`src/hw/mcsr_regs.svh`:
```
// register offsets, field positions, reset values and timing counts for the mac control block
`ifndef MCSR_REGS_SVH
`define MCSR_REGS_SVH
`define MCSR_OFF_NET_CTRL 8'h00
`define MCSR_OFF_NET_STAT 8'h01
`define MCSR_OFF_TX_CTRL 8'h02
`define MCSR_OFF_TX_STAT1 8'h03
`define MCSR_OFF_TX_STAT2 8'h04
`define MCSR_OFF_RES_CLK 8'h51
`define MCSR_OFF_MRD_NOINC 8'hf0
`define MCSR_OFF_MRD_INC_ALT 8'hf1
`define MCSR_OFF_MRD_INC 8'hf2
`define MCSR_OFF_MRA_LO 8'hf4
`define MCSR_OFF_MRA_HI 8'hf5
`define MCSR_OFF_MWR_NOINC 8'hf6
`define MCSR_OFF_MWR_INC 8'hf8
`define MCSR_OFF_MWA_LO 8'hfa
`define MCSR_OFF_MWA_HI 8'hfb
`define MCSR_OFF_TXLEN_LO 8'hfc
`define MCSR_OFF_TXLEN_HI 8'hfd
`define MCSR_OFF_INT_STAT 8'hfe
`define MCSR_OFF_INT_MASK 8'hff
// network control fields
`define MCSR_NC_SWRST 0
`define MCSR_NC_FDX 3
`define MCSR_NC_FORCE_COLLISION 4
`define MCSR_NC_WAKEUP_ENABLE 6
// network status fields
`define MCSR_NS_RX_FIFO_OVERFLOW_FLAG 1
`define MCSR_NS_TX1 2
`define MCSR_NS_TX2 3
`define MCSR_NS_WAKE 5
`define MCSR_NS_LINK 6
`define MCSR_NS_SPEED 7
// transmit control fields
`define MCSR_TC_REQ 0
`define MCSR_TC_FCS1 1
`define MCSR_TC_PAD1 2
`define MCSR_TC_FCS2 3
`define MCSR_TC_PAD2 4
`define MCSR_TC_EXCM 5
`define MCSR_TC_JDIS 6
`define MCSR_RST_VAL 8'h00
// software reset auto-clear time
`define MCSR_SWRST_NS 10000
`define MCSR_CLK_NS 5
`define MCSR_SWRST_CYC (`MCSR_SWRST_NS / `MCSR_CLK_NS)
`define MCSR_JABBER_BYTES 2048
`define MCSR_COL_WINDOW_BYTES 64
`define MCSR_COL_ABORT 16
`endif

```
`src/hw/mcsr_pkg.sv`:
```
// types shared by the mac control and status block
package mcsr_pkg;
  typedef enum logic [1:0] {
    MCSR_LB_NORMAL,
    MCSR_LB_MAC,
    MCSR_LB_PHY100,
    MCSR_LB_RSVD
  } mcsr_loop_t;

  // per-frame transmit result reported by the transmit engine
  typedef struct packed {
    logic jabber_timeout;
    logic carrier_loss;
    logic no_carrier;
    logic late_collision;
    logic collision;
    logic excess_collision;
  } mcsr_txres_t;

  // controls handed to the transmit engine
  typedef struct packed {
    logic jabber_timer_disable;
    logic excess_collision_policy;
    logic pad_off_index2;
    logic fcs_off_index2;
    logic pad_off_index1;
    logic fcs_off_index1;
    logic transmit_request;
    logic force_collision;
    mcsr_loop_t loopback_select;
    logic wakeup_enable;
  } mcsr_ctrl_t;

  // sram access strobes toward the packet memory
  typedef struct packed {
    logic rd;
    logic wr;
    logic [15:0] rd_addr;
    logic [15:0] wr_addr;
    logic [7:0] wr_data;
  } mcsr_mem_t;

  typedef struct packed {
    logic [7:0] net_ctrl;
    logic wake_flag;
    logic tx1_done;
    logic tx2_done;
    logic [7:0] tx_ctrl;
    logic [5:0] tx_stat1;
    logic [5:0] tx_stat2;
    logic [7:0] res_clk;
    logic [15:0] rd_addr;
    logic [15:0] wr_addr;
    logic [15:0] tx_len;
    logic [7:0] int_stat;
    logic [7:0] int_mask;
    logic [7:0] rd_data;
    logic [7:0] prefetch;
    logic [15:0] swrst_cnt;
    logic swrst_busy;
    logic next_index2;
    logic mem_rd;
    logic mem_wr;
    logic [7:0] mem_wdata;
    logic [15:0] mem_waddr;
    logic [15:0] mem_raddr;
  } mcsr_state_t;
endpackage : mcsr_pkg

```
`src/hw/mcsr_core.sv`:
```
// control and status registers of the 10/100 mac
//
// Design decision made here: the address-and-strobe port.
`timescale 1ns/1ps
`default_nettype none
`include "mcsr_regs.svh"
// Functional notes
// - software reset bit self-clears after 10us
// - wakeup enable; clearing it clears wake flags
// - loopback field selects normal, mac, phy
// - force collision bit forces transmit collisions
// - read-only full-duplex bit from phy
// - speed bit reads 0=100M, 1=10M
// - link bit reads 1 when link up
// - wake flag clears on read or write-one
// - per-index done flags, clear on read/write-one
// - jabber disable turns off 2048-byte timer
// - collision policy: abort after 16 or retry
// - pad disable bits per packet index
// - crc disable bits per packet index
// - transmit request self-clears when sent
// - status flags jabber timeout truncation
// - status flags carrier loss and no carrier
// - status flags late collision after 64 bytes
// - status flags any collision in frame
// - status flags abort after 16 collisions
// - reserved bits written zero, read zero here
// - f0 prefetch read, f2 read with increment
// - f6 write, f8 write with increment
// - srst restores all defaults; soft reset keeps wakeup enable, wake flag, length, res_clk
module mcsr_core
  import mcsr_pkg::*;
#(
  parameter int SWRST_CYCLES = `MCSR_SWRST_CYC
)(
  input wire logic mclk,
  input wire logic srst,
  input wire logic [7:0] addr,
  input wire logic [7:0] wdata,
  input wire logic wr,
  input wire logic rd,
  output logic [7:0] rdata,
  input wire logic phy_full_duplex,
  input wire logic phy_speed_10,
  input wire logic phy_link_up,
  input wire logic wake_event,
  input wire logic rx_fifo_overflow,
  input wire logic tx_done,
  input wire logic tx_done_index2,
  input wire mcsr_txres_t tx_result,
  input wire logic [7:0] mem_rdata,
  output mcsr_ctrl_t ctrl,
  output logic [15:0] tx_length,
  output logic soft_reset,
  output mcsr_mem_t mem
);
  mcsr_state_t s;
  mcsr_state_t next_s;
  logic [2:0] sync_fdx;
  logic [2:0] sync_spd;
  logic [2:0] sync_lnk;
  logic [2:0] sync_wake;
  logic [2:0] sync_ov;
  logic fdx_q;
  logic spd_q;
  logic lnk_q;
  logic ov_q;
  logic wake_q;
  logic wake_seen;
  logic sw;

  // pins pass three stages; level taken once stages two and three agree
  always_ff @(posedge mclk)
  begin
    if (srst)
    begin
      sync_fdx <= 3'h0;
      sync_spd <= 3'h0;
      sync_lnk <= 3'h0;
      sync_wake <= 3'h0;
      sync_ov <= 3'h0;
      fdx_q <= 1'b0;
      spd_q <= 1'b0;
      lnk_q <= 1'b0;
      ov_q <= 1'b0;
      wake_q <= 1'b0;
    end
    else
    begin
      sync_fdx <= {sync_fdx[1:0], phy_full_duplex};
      sync_spd <= {sync_spd[1:0], phy_speed_10};
      sync_lnk <= {sync_lnk[1:0], phy_link_up};
      sync_wake <= {sync_wake[1:0], wake_event};
      sync_ov <= {sync_ov[1:0], rx_fifo_overflow};
      if (sync_fdx[1] == sync_fdx[2]) fdx_q <= sync_fdx[2];
      if (sync_spd[1] == sync_spd[2]) spd_q <= sync_spd[2];
      if (sync_lnk[1] == sync_lnk[2]) lnk_q <= sync_lnk[2];
      if (sync_ov[1] == sync_ov[2]) ov_q <= sync_ov[2];
      if (sync_wake[1] == sync_wake[2]) wake_q <= sync_wake[2];
    end
  end

  // rising edge of the filtered wake level
  assign wake_seen = sync_wake[1] & sync_wake[2] & ~wake_q;
  // self-clearing software reset acts like srst on most state
  assign sw = s.swrst_busy;

  always_comb
  begin
    next_s = s;
    next_s.mem_rd = 1'b0;
    next_s.mem_wr = 1'b0;
    next_s.rd_data = 8'h00;
    // software reset counts up then clears its bit
    if (s.swrst_busy)
    begin
      if (s.swrst_cnt == 16'(SWRST_CYCLES - 1))
      begin
        next_s.swrst_busy = 1'b0;
        next_s.swrst_cnt = 16'h0000;
        next_s.net_ctrl[`MCSR_NC_SWRST] = 1'b0;
      end
      else
        next_s.swrst_cnt = s.swrst_cnt + 16'h0001;
      // defaults except wakeup enable, wake flag, tx_len and res_clk
      next_s.net_ctrl = {1'b0, s.net_ctrl[`MCSR_NC_WAKEUP_ENABLE], 6'h00} |
        {7'h00, next_s.net_ctrl[`MCSR_NC_SWRST]};
      next_s.tx1_done = 1'b0;
      next_s.tx2_done = 1'b0;
      next_s.tx_ctrl = `MCSR_RST_VAL;
      next_s.tx_stat1 = 6'h00;
      next_s.tx_stat2 = 6'h00;
      next_s.rd_addr = 16'h0000;
      next_s.wr_addr = 16'h0000;
      next_s.int_stat = `MCSR_RST_VAL;
      next_s.int_mask = `MCSR_RST_VAL;
      next_s.next_index2 = 1'b0;
    end
    // register reads; wake and done flags clear on read
    if (rd)
    begin
      case (addr)
        `MCSR_OFF_NET_CTRL: next_s.rd_data = {1'b0, s.net_ctrl[6], 1'b0, s.net_ctrl[4],
          fdx_q, s.net_ctrl[2:1], s.net_ctrl[0]};
        `MCSR_OFF_NET_STAT:
        begin
          next_s.rd_data = {spd_q, lnk_q, s.wake_flag, 1'b0, s.tx2_done, s.tx1_done,
            ov_q, 1'b0};
          next_s.wake_flag = 1'b0;
          next_s.tx1_done = 1'b0;
          next_s.tx2_done = 1'b0;
        end
        `MCSR_OFF_TX_CTRL: next_s.rd_data = {1'b0, s.tx_ctrl[6:0]};
        `MCSR_OFF_TX_STAT1: next_s.rd_data = {s.tx_stat1, 2'b00};
        `MCSR_OFF_TX_STAT2: next_s.rd_data = {s.tx_stat2, 2'b00};
        `MCSR_OFF_RES_CLK: next_s.rd_data = s.res_clk;
        `MCSR_OFF_MRD_NOINC:
        begin
          next_s.rd_data = mem_rdata; // prefetch, address held
          next_s.prefetch = mem_rdata;
        end
        `MCSR_OFF_MRD_INC, `MCSR_OFF_MRD_INC_ALT:
        begin
          next_s.rd_data = mem_rdata;
          next_s.mem_rd = 1'b1;
          next_s.rd_addr = s.rd_addr + 16'h0001;
        end
        `MCSR_OFF_MRA_LO: next_s.rd_data = s.rd_addr[7:0];
        `MCSR_OFF_MRA_HI: next_s.rd_data = s.rd_addr[15:8];
        `MCSR_OFF_MWA_LO: next_s.rd_data = s.wr_addr[7:0];
        `MCSR_OFF_MWA_HI: next_s.rd_data = s.wr_addr[15:8];
        `MCSR_OFF_TXLEN_LO: next_s.rd_data = s.tx_len[7:0];
        `MCSR_OFF_TXLEN_HI: next_s.rd_data = s.tx_len[15:8];
        `MCSR_OFF_INT_STAT: next_s.rd_data = s.int_stat;
        `MCSR_OFF_INT_MASK: next_s.rd_data = s.int_mask;
        default: next_s.rd_data = 8'h00; // unmapped reads as zero
      endcase
    end
    // register writes; reserved bits are dropped
    // writes during a running software reset are ignored so defaults hold throughout
    if (wr && !s.swrst_busy)
    begin
      case (addr)
        `MCSR_OFF_NET_CTRL:
        begin
          next_s.net_ctrl[`MCSR_NC_WAKEUP_ENABLE] = wdata[6];
          next_s.net_ctrl[`MCSR_NC_FORCE_COLLISION] = wdata[4];
          next_s.net_ctrl[2:1] = wdata[2:1];
          if (wdata[`MCSR_NC_SWRST] && !s.swrst_busy)
          begin
            next_s.net_ctrl[`MCSR_NC_SWRST] = 1'b1;
            next_s.swrst_busy = 1'b1;
            next_s.swrst_cnt = 16'h0000;
          end
          if (!wdata[6]) next_s.wake_flag = 1'b0;
        end
        `MCSR_OFF_NET_STAT:
        begin
          if (wdata[`MCSR_NS_WAKE]) next_s.wake_flag = 1'b0;
          if (wdata[`MCSR_NS_TX2]) next_s.tx2_done = 1'b0;
          if (wdata[`MCSR_NS_TX1]) next_s.tx1_done = 1'b0;
        end
        `MCSR_OFF_TX_CTRL:
          next_s.tx_ctrl = {1'b0, wdata[6:1], wdata[0] | s.tx_ctrl[0]};
        `MCSR_OFF_RES_CLK: next_s.res_clk = wdata;
        `MCSR_OFF_MWR_NOINC:
        begin
          next_s.mem_wr = 1'b1;
          next_s.mem_wdata = wdata;
          next_s.mem_waddr = s.wr_addr;
        end
        `MCSR_OFF_MWR_INC:
        begin
          next_s.mem_wr = 1'b1;
          next_s.mem_wdata = wdata;
          next_s.mem_waddr = s.wr_addr;
          next_s.wr_addr = s.wr_addr + 16'h0001;
        end
        `MCSR_OFF_MRA_LO: next_s.rd_addr[7:0] = wdata;
        `MCSR_OFF_MRA_HI: next_s.rd_addr[15:8] = wdata;
        `MCSR_OFF_MWA_LO: next_s.wr_addr[7:0] = wdata;
        `MCSR_OFF_MWA_HI: next_s.wr_addr[15:8] = wdata;
        `MCSR_OFF_TXLEN_LO: next_s.tx_len[7:0] = wdata;
        `MCSR_OFF_TXLEN_HI: next_s.tx_len[15:8] = wdata;
        `MCSR_OFF_INT_STAT: next_s.int_stat = s.int_stat & ~wdata;
        `MCSR_OFF_INT_MASK: next_s.int_mask = wdata;
        default: next_s.res_clk = next_s.res_clk; // unmapped writes ignored
      endcase
    end
    next_s.mem_raddr = next_s.rd_addr;
    // hardware events last so a set beats a same-cycle clear
    if (wake_seen && s.net_ctrl[`MCSR_NC_WAKEUP_ENABLE]) next_s.wake_flag = 1'b1;
    if (tx_done && !sw)
    begin
      // done flag, status and request clear
      if (tx_done_index2)
      begin
        next_s.tx2_done = 1'b1;
        next_s.tx_stat2 = tx_result;
      end
      else
      begin
        next_s.tx1_done = 1'b1;
        next_s.tx_stat1 = tx_result;
      end
      // a request written in the completing cycle is a new packet and survives
      next_s.tx_ctrl[`MCSR_TC_REQ] = wr && !s.swrst_busy && addr == `MCSR_OFF_TX_CTRL &&
        wdata[`MCSR_TC_REQ];
    end
  end

  // one register stage for all state
  always_ff @(posedge mclk)
  begin
    if (srst)
    begin
      s <= '0;
      s.mem_raddr <= 16'h0000;
    end
    else
      s <= next_s;
  end

  // outputs toward the transmit engine and packet memory
  always_comb
  begin
    ctrl.jabber_timer_disable = s.tx_ctrl[`MCSR_TC_JDIS];
    ctrl.excess_collision_policy = s.tx_ctrl[`MCSR_TC_EXCM];
    ctrl.pad_off_index2 = s.tx_ctrl[`MCSR_TC_PAD2];
    ctrl.fcs_off_index2 = s.tx_ctrl[`MCSR_TC_FCS2];
    ctrl.pad_off_index1 = s.tx_ctrl[`MCSR_TC_PAD1];
    ctrl.fcs_off_index1 = s.tx_ctrl[`MCSR_TC_FCS1];
    ctrl.transmit_request = s.tx_ctrl[`MCSR_TC_REQ];
    ctrl.force_collision = s.net_ctrl[`MCSR_NC_FORCE_COLLISION];
    ctrl.loopback_select = mcsr_loop_t'(s.net_ctrl[2:1]);
    ctrl.wakeup_enable = s.net_ctrl[`MCSR_NC_WAKEUP_ENABLE];
    mem.rd = s.mem_rd;
    mem.wr = s.mem_wr;
    mem.rd_addr = s.mem_raddr;
    mem.wr_addr = s.mem_waddr;
    mem.wr_data = s.mem_wdata;
  end

  assign rdata = s.rd_data;
  assign tx_length = s.tx_len;
  assign soft_reset = s.swrst_busy;
endmodule : mcsr_core
`default_nettype wire

```
`config.mk`:
```
export PLATFORM = sky130hd
export DESIGN_NAME = mcsr_core
export DESIGN_NICKNAME = d
export VERILOG_FILES = /design/src/hw/mcsr_pkg.sv /design/src/hw/mcsr_core.sv
export VERILOG_INCLUDE_DIRS = /design/src /design/src/hw
export SDC_FILE = /design/constraint.sdc
export NUM_CORES = 1
export LEC_CHECK = 0
export BUFFER_PORTS_ARGS = -buffer_cell sky130_fd_sc_hd__clkbuf_2
export CAP_MARGIN = 30
export CORE_MARGIN = 2
export CORE_UTILIZATION = 62
export CTS_CLUSTER_DIAMETER = 150
export DETAILED_ROUTE_END_ITERATION = 8
export PLACE_DENSITY_LB_ADDON = 0.05
export SETUP_SLACK_MARGIN = 0.5
export SYNTH_ARGS = -nofsm -noshare
export SYNTH_HDL_FRONTEND = slang
export SYNTH_SLANG_ARGS = --single-unit
```
`constraint.sdc`:
```
create_clock -name mclk -period 3.9 [get_ports mclk]
set_input_delay 0.195 -clock mclk [delete_from_list [all_inputs] [get_ports mclk]]
set_output_delay 0.195 -clock mclk [all_outputs]
set_load 0.05 [all_outputs]
```
==> flow_summary.json, run 1 <==
{
  "status": "complete, no violations",
  "num_antenna_cells": 0,
  "io_buffers": 118,
  "ys.flop_type": "dfxtp_1",
  "wl_met3_mm": 2.35,
  "crit_arrival_ps": 3040,
  "max_slew.worst_pin.slew_ps": 1000,
  "numCtsBuffers": 17,
  "endpoint_kind": "flop",
  "final_cell_count_no_fill": 1231,
  "cts-root-buf": "clkbuf_16",
  "fin_setup_tns_ps": 0,
  "dr_wl_met2_mm": 11.0,
  "cp.required_ps": 4260,
  "fp-row-count": 42,
  "cp-start-kind": "flop",
  "utilization_pct": 69.2,
  "drc_errors": 0,
  "async_reset_ff_share_pct": 0,
  "antenna_found_initial": 0,
  "ir_worst_vdd_v": 0.000324,
  "critPathMaxFanout": 24,
  "clkLatencyLatePin_ps": 430,
  "clock_sinks": 170,
  "leakage_uw": 0.00345,
  "synth_edf_count": 0,
  "p_per_area_nw_per_um2": 393,
  "synth.area.top_cells": "dfxtp_1, buf_4, mux2i_1",
  "syn_area_um2": 8590,
  "fill_cells": 1153,
  "cts.reportedPaths.clkPinSlew_ps": 60,
  "min_from": "tx_result[4]",
  "die-height_um": 122,
  "r2r-start": "soft_reset",
  "min_path_cells": 3,
  "dp_hpwl_mm": 16.9,
  "layout_common_cells": "dfxtp_1, nand2_1, clkbuf_2",
  "cap_viol_max_count": 0,
  "finalCriticalPeriod_ps": 2680,
  "synth_area_leader_cell": "dfxtp_1",
  "num-nets-final": 1087,
  "cp_num_buf_inv": 0,
  "synth_area_per_cell_um2": 8.34,
  "die_area_um2": 14800,
  "r2r_slack_ps": 1220,
  "final_common_cell": "dfxtp_1",
  "crit_family": "simple AND/OR/NAND/NOR gates",
  "ff2ff_path_depth": 5,
  "grt_first_pass_wirelength_mm": 38.5,
  "ys_ff_latch": 170,
  "hold_path_class": "in2reg",
  "place_area_um2": 8650,
  "grt_pass1_vias": 7045,
  "crit_chain": "nor4b_1, nand3_1, o21ai_2, nand2_1, a21oi_1",
  "setup_violations": 0,
  "synth_top_cell_area_share_pct": 39.6,
  "grt_max_degree": 64,
  "cts-hold-fix-buffers": 5,
  "totalWireLength_mm": 24.7,
  "fmax_ghz": 0.373,
  "via_per_inst": 6.27,
  "min_to": "s[158]",
  "crit_start": "soft_reset",
  "gr-usage-all-layers_pct": 34.0,
  "drive_above_1_share_pct": 19.4,
  "relSlewSlack_pct": 33.3,
  "ys_types": 75,
  "drtAntennaViolNets": 0,
  "wl_per_cell_um": 20.1,
  "worstSetupPathType": "reg2reg",
  "slew_viol_final": 0,
  "rr_endpoint": "mem[13]",
  "synth.yosys.seq_area_share_pct": 39.6,
  "syn_inst": 1029,
  "fp.dieW_um": 122,
  "route.top_layer_used": "met4",
  "initial_utilization_pct": 64.1,
  "fin_crit_sh_pct": 68.7,
  "overflow": 0,
  "dp.cells": 1194,
  "cts.repair.resized": 0,
  "yosys_warnings": 0,
  "finalInstanceArea_um2": 9280,
  "cts_buffer_depth": 2,
  "syn_to_final_growth_pct": 8.07,
  "rsz0062_at_grt": "false",
  "cts_tree": "built",
  "firstDrtPassIters": 6,
  "post-cts-setup-buffers": 0,
  "syn_nets": 1074,
  "cts_max_level": 4,
  "slowest_stage": "dfxtp_1",
  "wl_met1_mm": 10.6,
  "gp_congestion": 0.968,
  "num_vias": 7716,
  "first_iter_violations": 934,
  "hold_viol": 0,
  "cpPeakStageDelay_ps": 640,
  "core_area_um2": 13400,
  "fin_skew_ps": 6.30,
  "ios": 119
}
[worst reg2reg max path, cell delays in order (launching register included)]
cell and delay [ps]:
dfxtp_1 640, nor4b_1 640, nand3_1 460, o21ai_2 540, nand2_1 140, a21oi_1 180
[worst max path at each step]
stage                    to  slack [ps]  depth (start not counted)
floorplan             s[52]        1660                          7
global placement    mem[12]        1260                          7
detailed placement  mem[23]        1140                          7
CTS                 mem[13]        1280                          5
global route        mem[13]        1010                          5
finish              mem[13]        1220                          5
[sequential cells by signal, indices dropped and copies added (netlist names), 3 cells and up]
signal	cells
s	72
mem	42
rdata	8
tx_length	16
sync_wake	3
sync_lnk	3
sync_fdx	3
sync_spd	3
sync_ov	3
ctrl	11
[where the power goes]
group	total [uW]	internal [uW]	leakage, uW	switching [uW]
clock	1700	964	0.000292	732
combinational	195	57.0	0.00179	138
sequential	1760	1750	0.00137	8.72
total	3650	2770	0.00345	879
[routing by layer]
layer  vias up  global-route usage (%)
met5         -                       0
met4         0                    13.7
met3        67                    7.12
met2       424                    51.7
met1      3618                    47.5
li1       3607                       -
[synthesized netlist by cell type, types with 11 or more instances]
library cell  number
dfxtp_1          170
nand4_1           14
nor2_1           101
a31oi_1           16
xnor2_1           11
nand2_1          127
clkbuf_1          43
a21oi_1           77
nor3_1            22
inv_1             11
o21ai_0           29
nor2_2            11
nand3_1           43
nor2b_1           22
mux2i_1           52
buf_4             78
buf_2             16
[cell families (layout without fill, tap and decap cells)]
logic type | after synthesis | count (layout) | share of synthesized area [%]
adder cells (fa/ha/maj) | 4 | 4 | 0.583
multiplexers | 62 | 62 | 8.03
flip-flops | 170 | 170 | 39.6
AND/OR/NAND/NOR | 406 | 406 | 22.9
AO/OA/AOI/OAI | 211 | 211 | 16.1
buffers and inverters | 157 | 183 | 10.8
XOR/XNOR | 19 | 19 | 1.94
[area by class of cell]
cell class                 count  area, um^2  share of cell area, %
clock buffer                  18         439                   4.73
timing repair buffer         140         771                   8.31
multi-input combinational    702        4260                   45.9
inverter                      11        41.3                  0.445
clock inverter                14         144                   1.55
sequential                   170        3400                   36.7
tap                          176         220                   2.37
[through the flow]
step	power (uW)	setup slack [ps]	hold WS (ps)
floorplan	1920	1660	323
global placement	1980	1260	405
detailed placement	1980	1140	409
CTS	3650	1280	14.8
global route	3750	1010	34.4
finish	3650	1220	25.3
(Power assumes the default switching activity.)
==> inputs of run 2 (changes only) <==
CORE_UTILIZATION = 52   (was 62)
clock period = 2.45 ns   (was 3.9 ns; I/O delays follow)
==> flow_summary.json, run 2 (same netlist as run 1, synthesis figures left out) <==
{
  "num_vias": 7814,
  "first_iter_violations": 668,
  "dp_hpwl_mm": 17.9,
  "crit_chain": "ha_4, or4b_4, or4_4, or3_4, nand2_8, nor2_1",
  "relSlewSlack_pct": 35.0,
  "overflow": 0,
  "min_path_cells": 3,
  "grt_pass1_vias": 7240,
  "die-height_um": 132,
  "crit_family": "simple AND/OR/NAND/NOR gates",
  "cts.reportedPaths.clkPinSlew_ps": 70,
  "p_total_uw": 5970,
  "cts_tree": "built",
  "gp_congestion": 0.925,
  "ir_worst_vdd_v": 0.000518,
  "finalInstanceArea_um2": 9880,
  "clock_sinks": 170,
  "setup_violations": 0,
  "crit_arrival_ps": 2480,
  "status": "complete, no violations",
  "cts_max_level": 4,
  "route.top_layer_used": "met4",
  "core_area_um2": 16000,
  "pwr-share-clk_pct": 47.4,
  "cp_num_buf_inv": 0,
  "largest_reg_flops": 72,
  "layout_common_cells": "dfxtp_1, nand2_1, clkbuf_2",
  "critPathMaxFanout": 7,
  "syn_to_final_growth_pct": 15.0,
  "p_per_area_nw_per_um2": 604,
  "fin_crit_sh_pct": 87.8,
  "max_slew.worst_pin.slew_ps": 976,
  "fp-row-count": 46,
  "hold_path_class": "in2reg",
  "via_per_inst": 5.94,
  "ff2ff_path_depth": 6,
  "grt_first_pass_wirelength_mm": 40.6,
  "power_frac_comb_pct": 5.8,
  "p_sw_uw": 1500,
  "place_ws_ps": 265,
  "holdWs_ps": 34.7,
  "cp.required_ps": 2780,
  "drive_above_1_share_pct": 24.1,
  "firstDrtPassIters": 5,
  "finalCriticalPeriod_ps": 2150,
  "slew_viol_final": 0,
  "drc_errors": 0,
  "wl_met1_mm": 11.6,
  "place_area_um2": 8950,
  "clkLatencyLatePin_ps": 440,
  "numCtsBuffers": 17,
  "gr-usage-all-layers_pct": 29.7,
  "fin_skew_ps": 6.79,
  "totalWireLength_mm": 26.2,
  "cpPeakStageDelay_ps": 460,
  "fin_ws_ps": 299,
  "ios": 119,
  "cp-start-kind": "flop",
  "initial_utilization_pct": 53.7,
  "power_switching_share_pct": 25.1,
  "antenna_found_initial": 0,
  "fp.dieW_um": 132,
  "final_common_cell": "dfxtp_1",
  "hold_viol": 0,
  "cts-root-buf": "clkbuf_16",
  "leakage_uw": 0.00373,
  "num-nets-final": 1131,
  "worstSetupPathType": "reg2reg",
  "cts_buffer_depth": 2,
  "endpoint_kind": "flop",
  "io_buffers": 118,
  "wl_per_cell_um": 19.9,
  "top_register": "s",
  "grt_max_degree": 46,
  "dr_wl_met2_mm": 11.7,
  "rsz0062_at_grt": "true",
  "seqPwrFrac_pct": 46.9,
  "fill_cells": 1505,
  "die_area_um2": 17600,
  "p_int_uw": 4470,
  "wl_met3_mm": 2.31,
  "cap_viol_max_count": 0,
  "crit_cells": 6,
  "fmax_ghz": 0.465,
  "num_antenna_cells": 0,
  "fin_setup_tns_ps": 0,
  "r2r_slack_ps": 300,
  "drtAntennaViolNets": 0,
  "slowest_stage": "or4b_4"
}
[run 2: area by class of cell]
type | instances | area [um^2] | share of cell area, %
clock inverter | 14 | 175 | 1.77
sequential | 170 | 3420 | 34.6
inverter | 11 | 41.3 | 0.418
tap | 216 | 270 | 2.74
clock buffer | 18 | 439 | 4.45
multi-input combinational | 703 | 4400 | 44.6
timing repair buffer | 183 | 1130 | 11.4
[run 2: metrics by stage]
| step | instances | utilization [%] |
|---|---|---|
| 2_1_floorplan | 1029 | - |
| 3_3_place_gp | 1263 | 55.9 |
| 3_5_place_dp | 1263 | 55.9 |
| 4_1_cts | 1312 | 61.1 |
| 5_1_grt | 1315 | 61.7 |
| 6_report | 1315 | 61.7 |
[run 2: worst paths after layout]
kind | start | end
setup / recovery | s[44] | s[49]
hold / removal | tx_done_index2 | s[149]
setup reg to reg | s[44] | s[49]
hold reg to reg | s[91] | s[91]
[run 2: power groups by stage]
stage	Combinational, uW	Clock, uW	Sequential, uW
after floorplan	192	0	2860
after global placement	313	0	2860
after detailed placement	315	0	2860
after CTS	335	2870	2800
after global routing	364	2990	2800
final	345	2830	2800
[run 2: worst register-to-register path, stage by stage, from the launching register on]
cell and delay, ps:
dfxtp_4 370, ha_4 140, or4b_4 470, or4_4 440, or3_4 460, nand2_8 110
nor2_1 70
[run 2: what timing repair did]
item	CTS	global route
endpoints found under the hold margin	18	0
pin swaps	6	2
resized for setup	10	19
hold buffers	12	0
buffers inserted	4	3
endpoints found under the setup margin	23	58
gates cloned	1	0
[run 2: per-layer routing]
metal	GRT usage (%)	up-vias
met5	0	-
met2	45.7	375
li1	-	3687
met4	10.0	0
met3	6.40	43
met1	41.6	3709
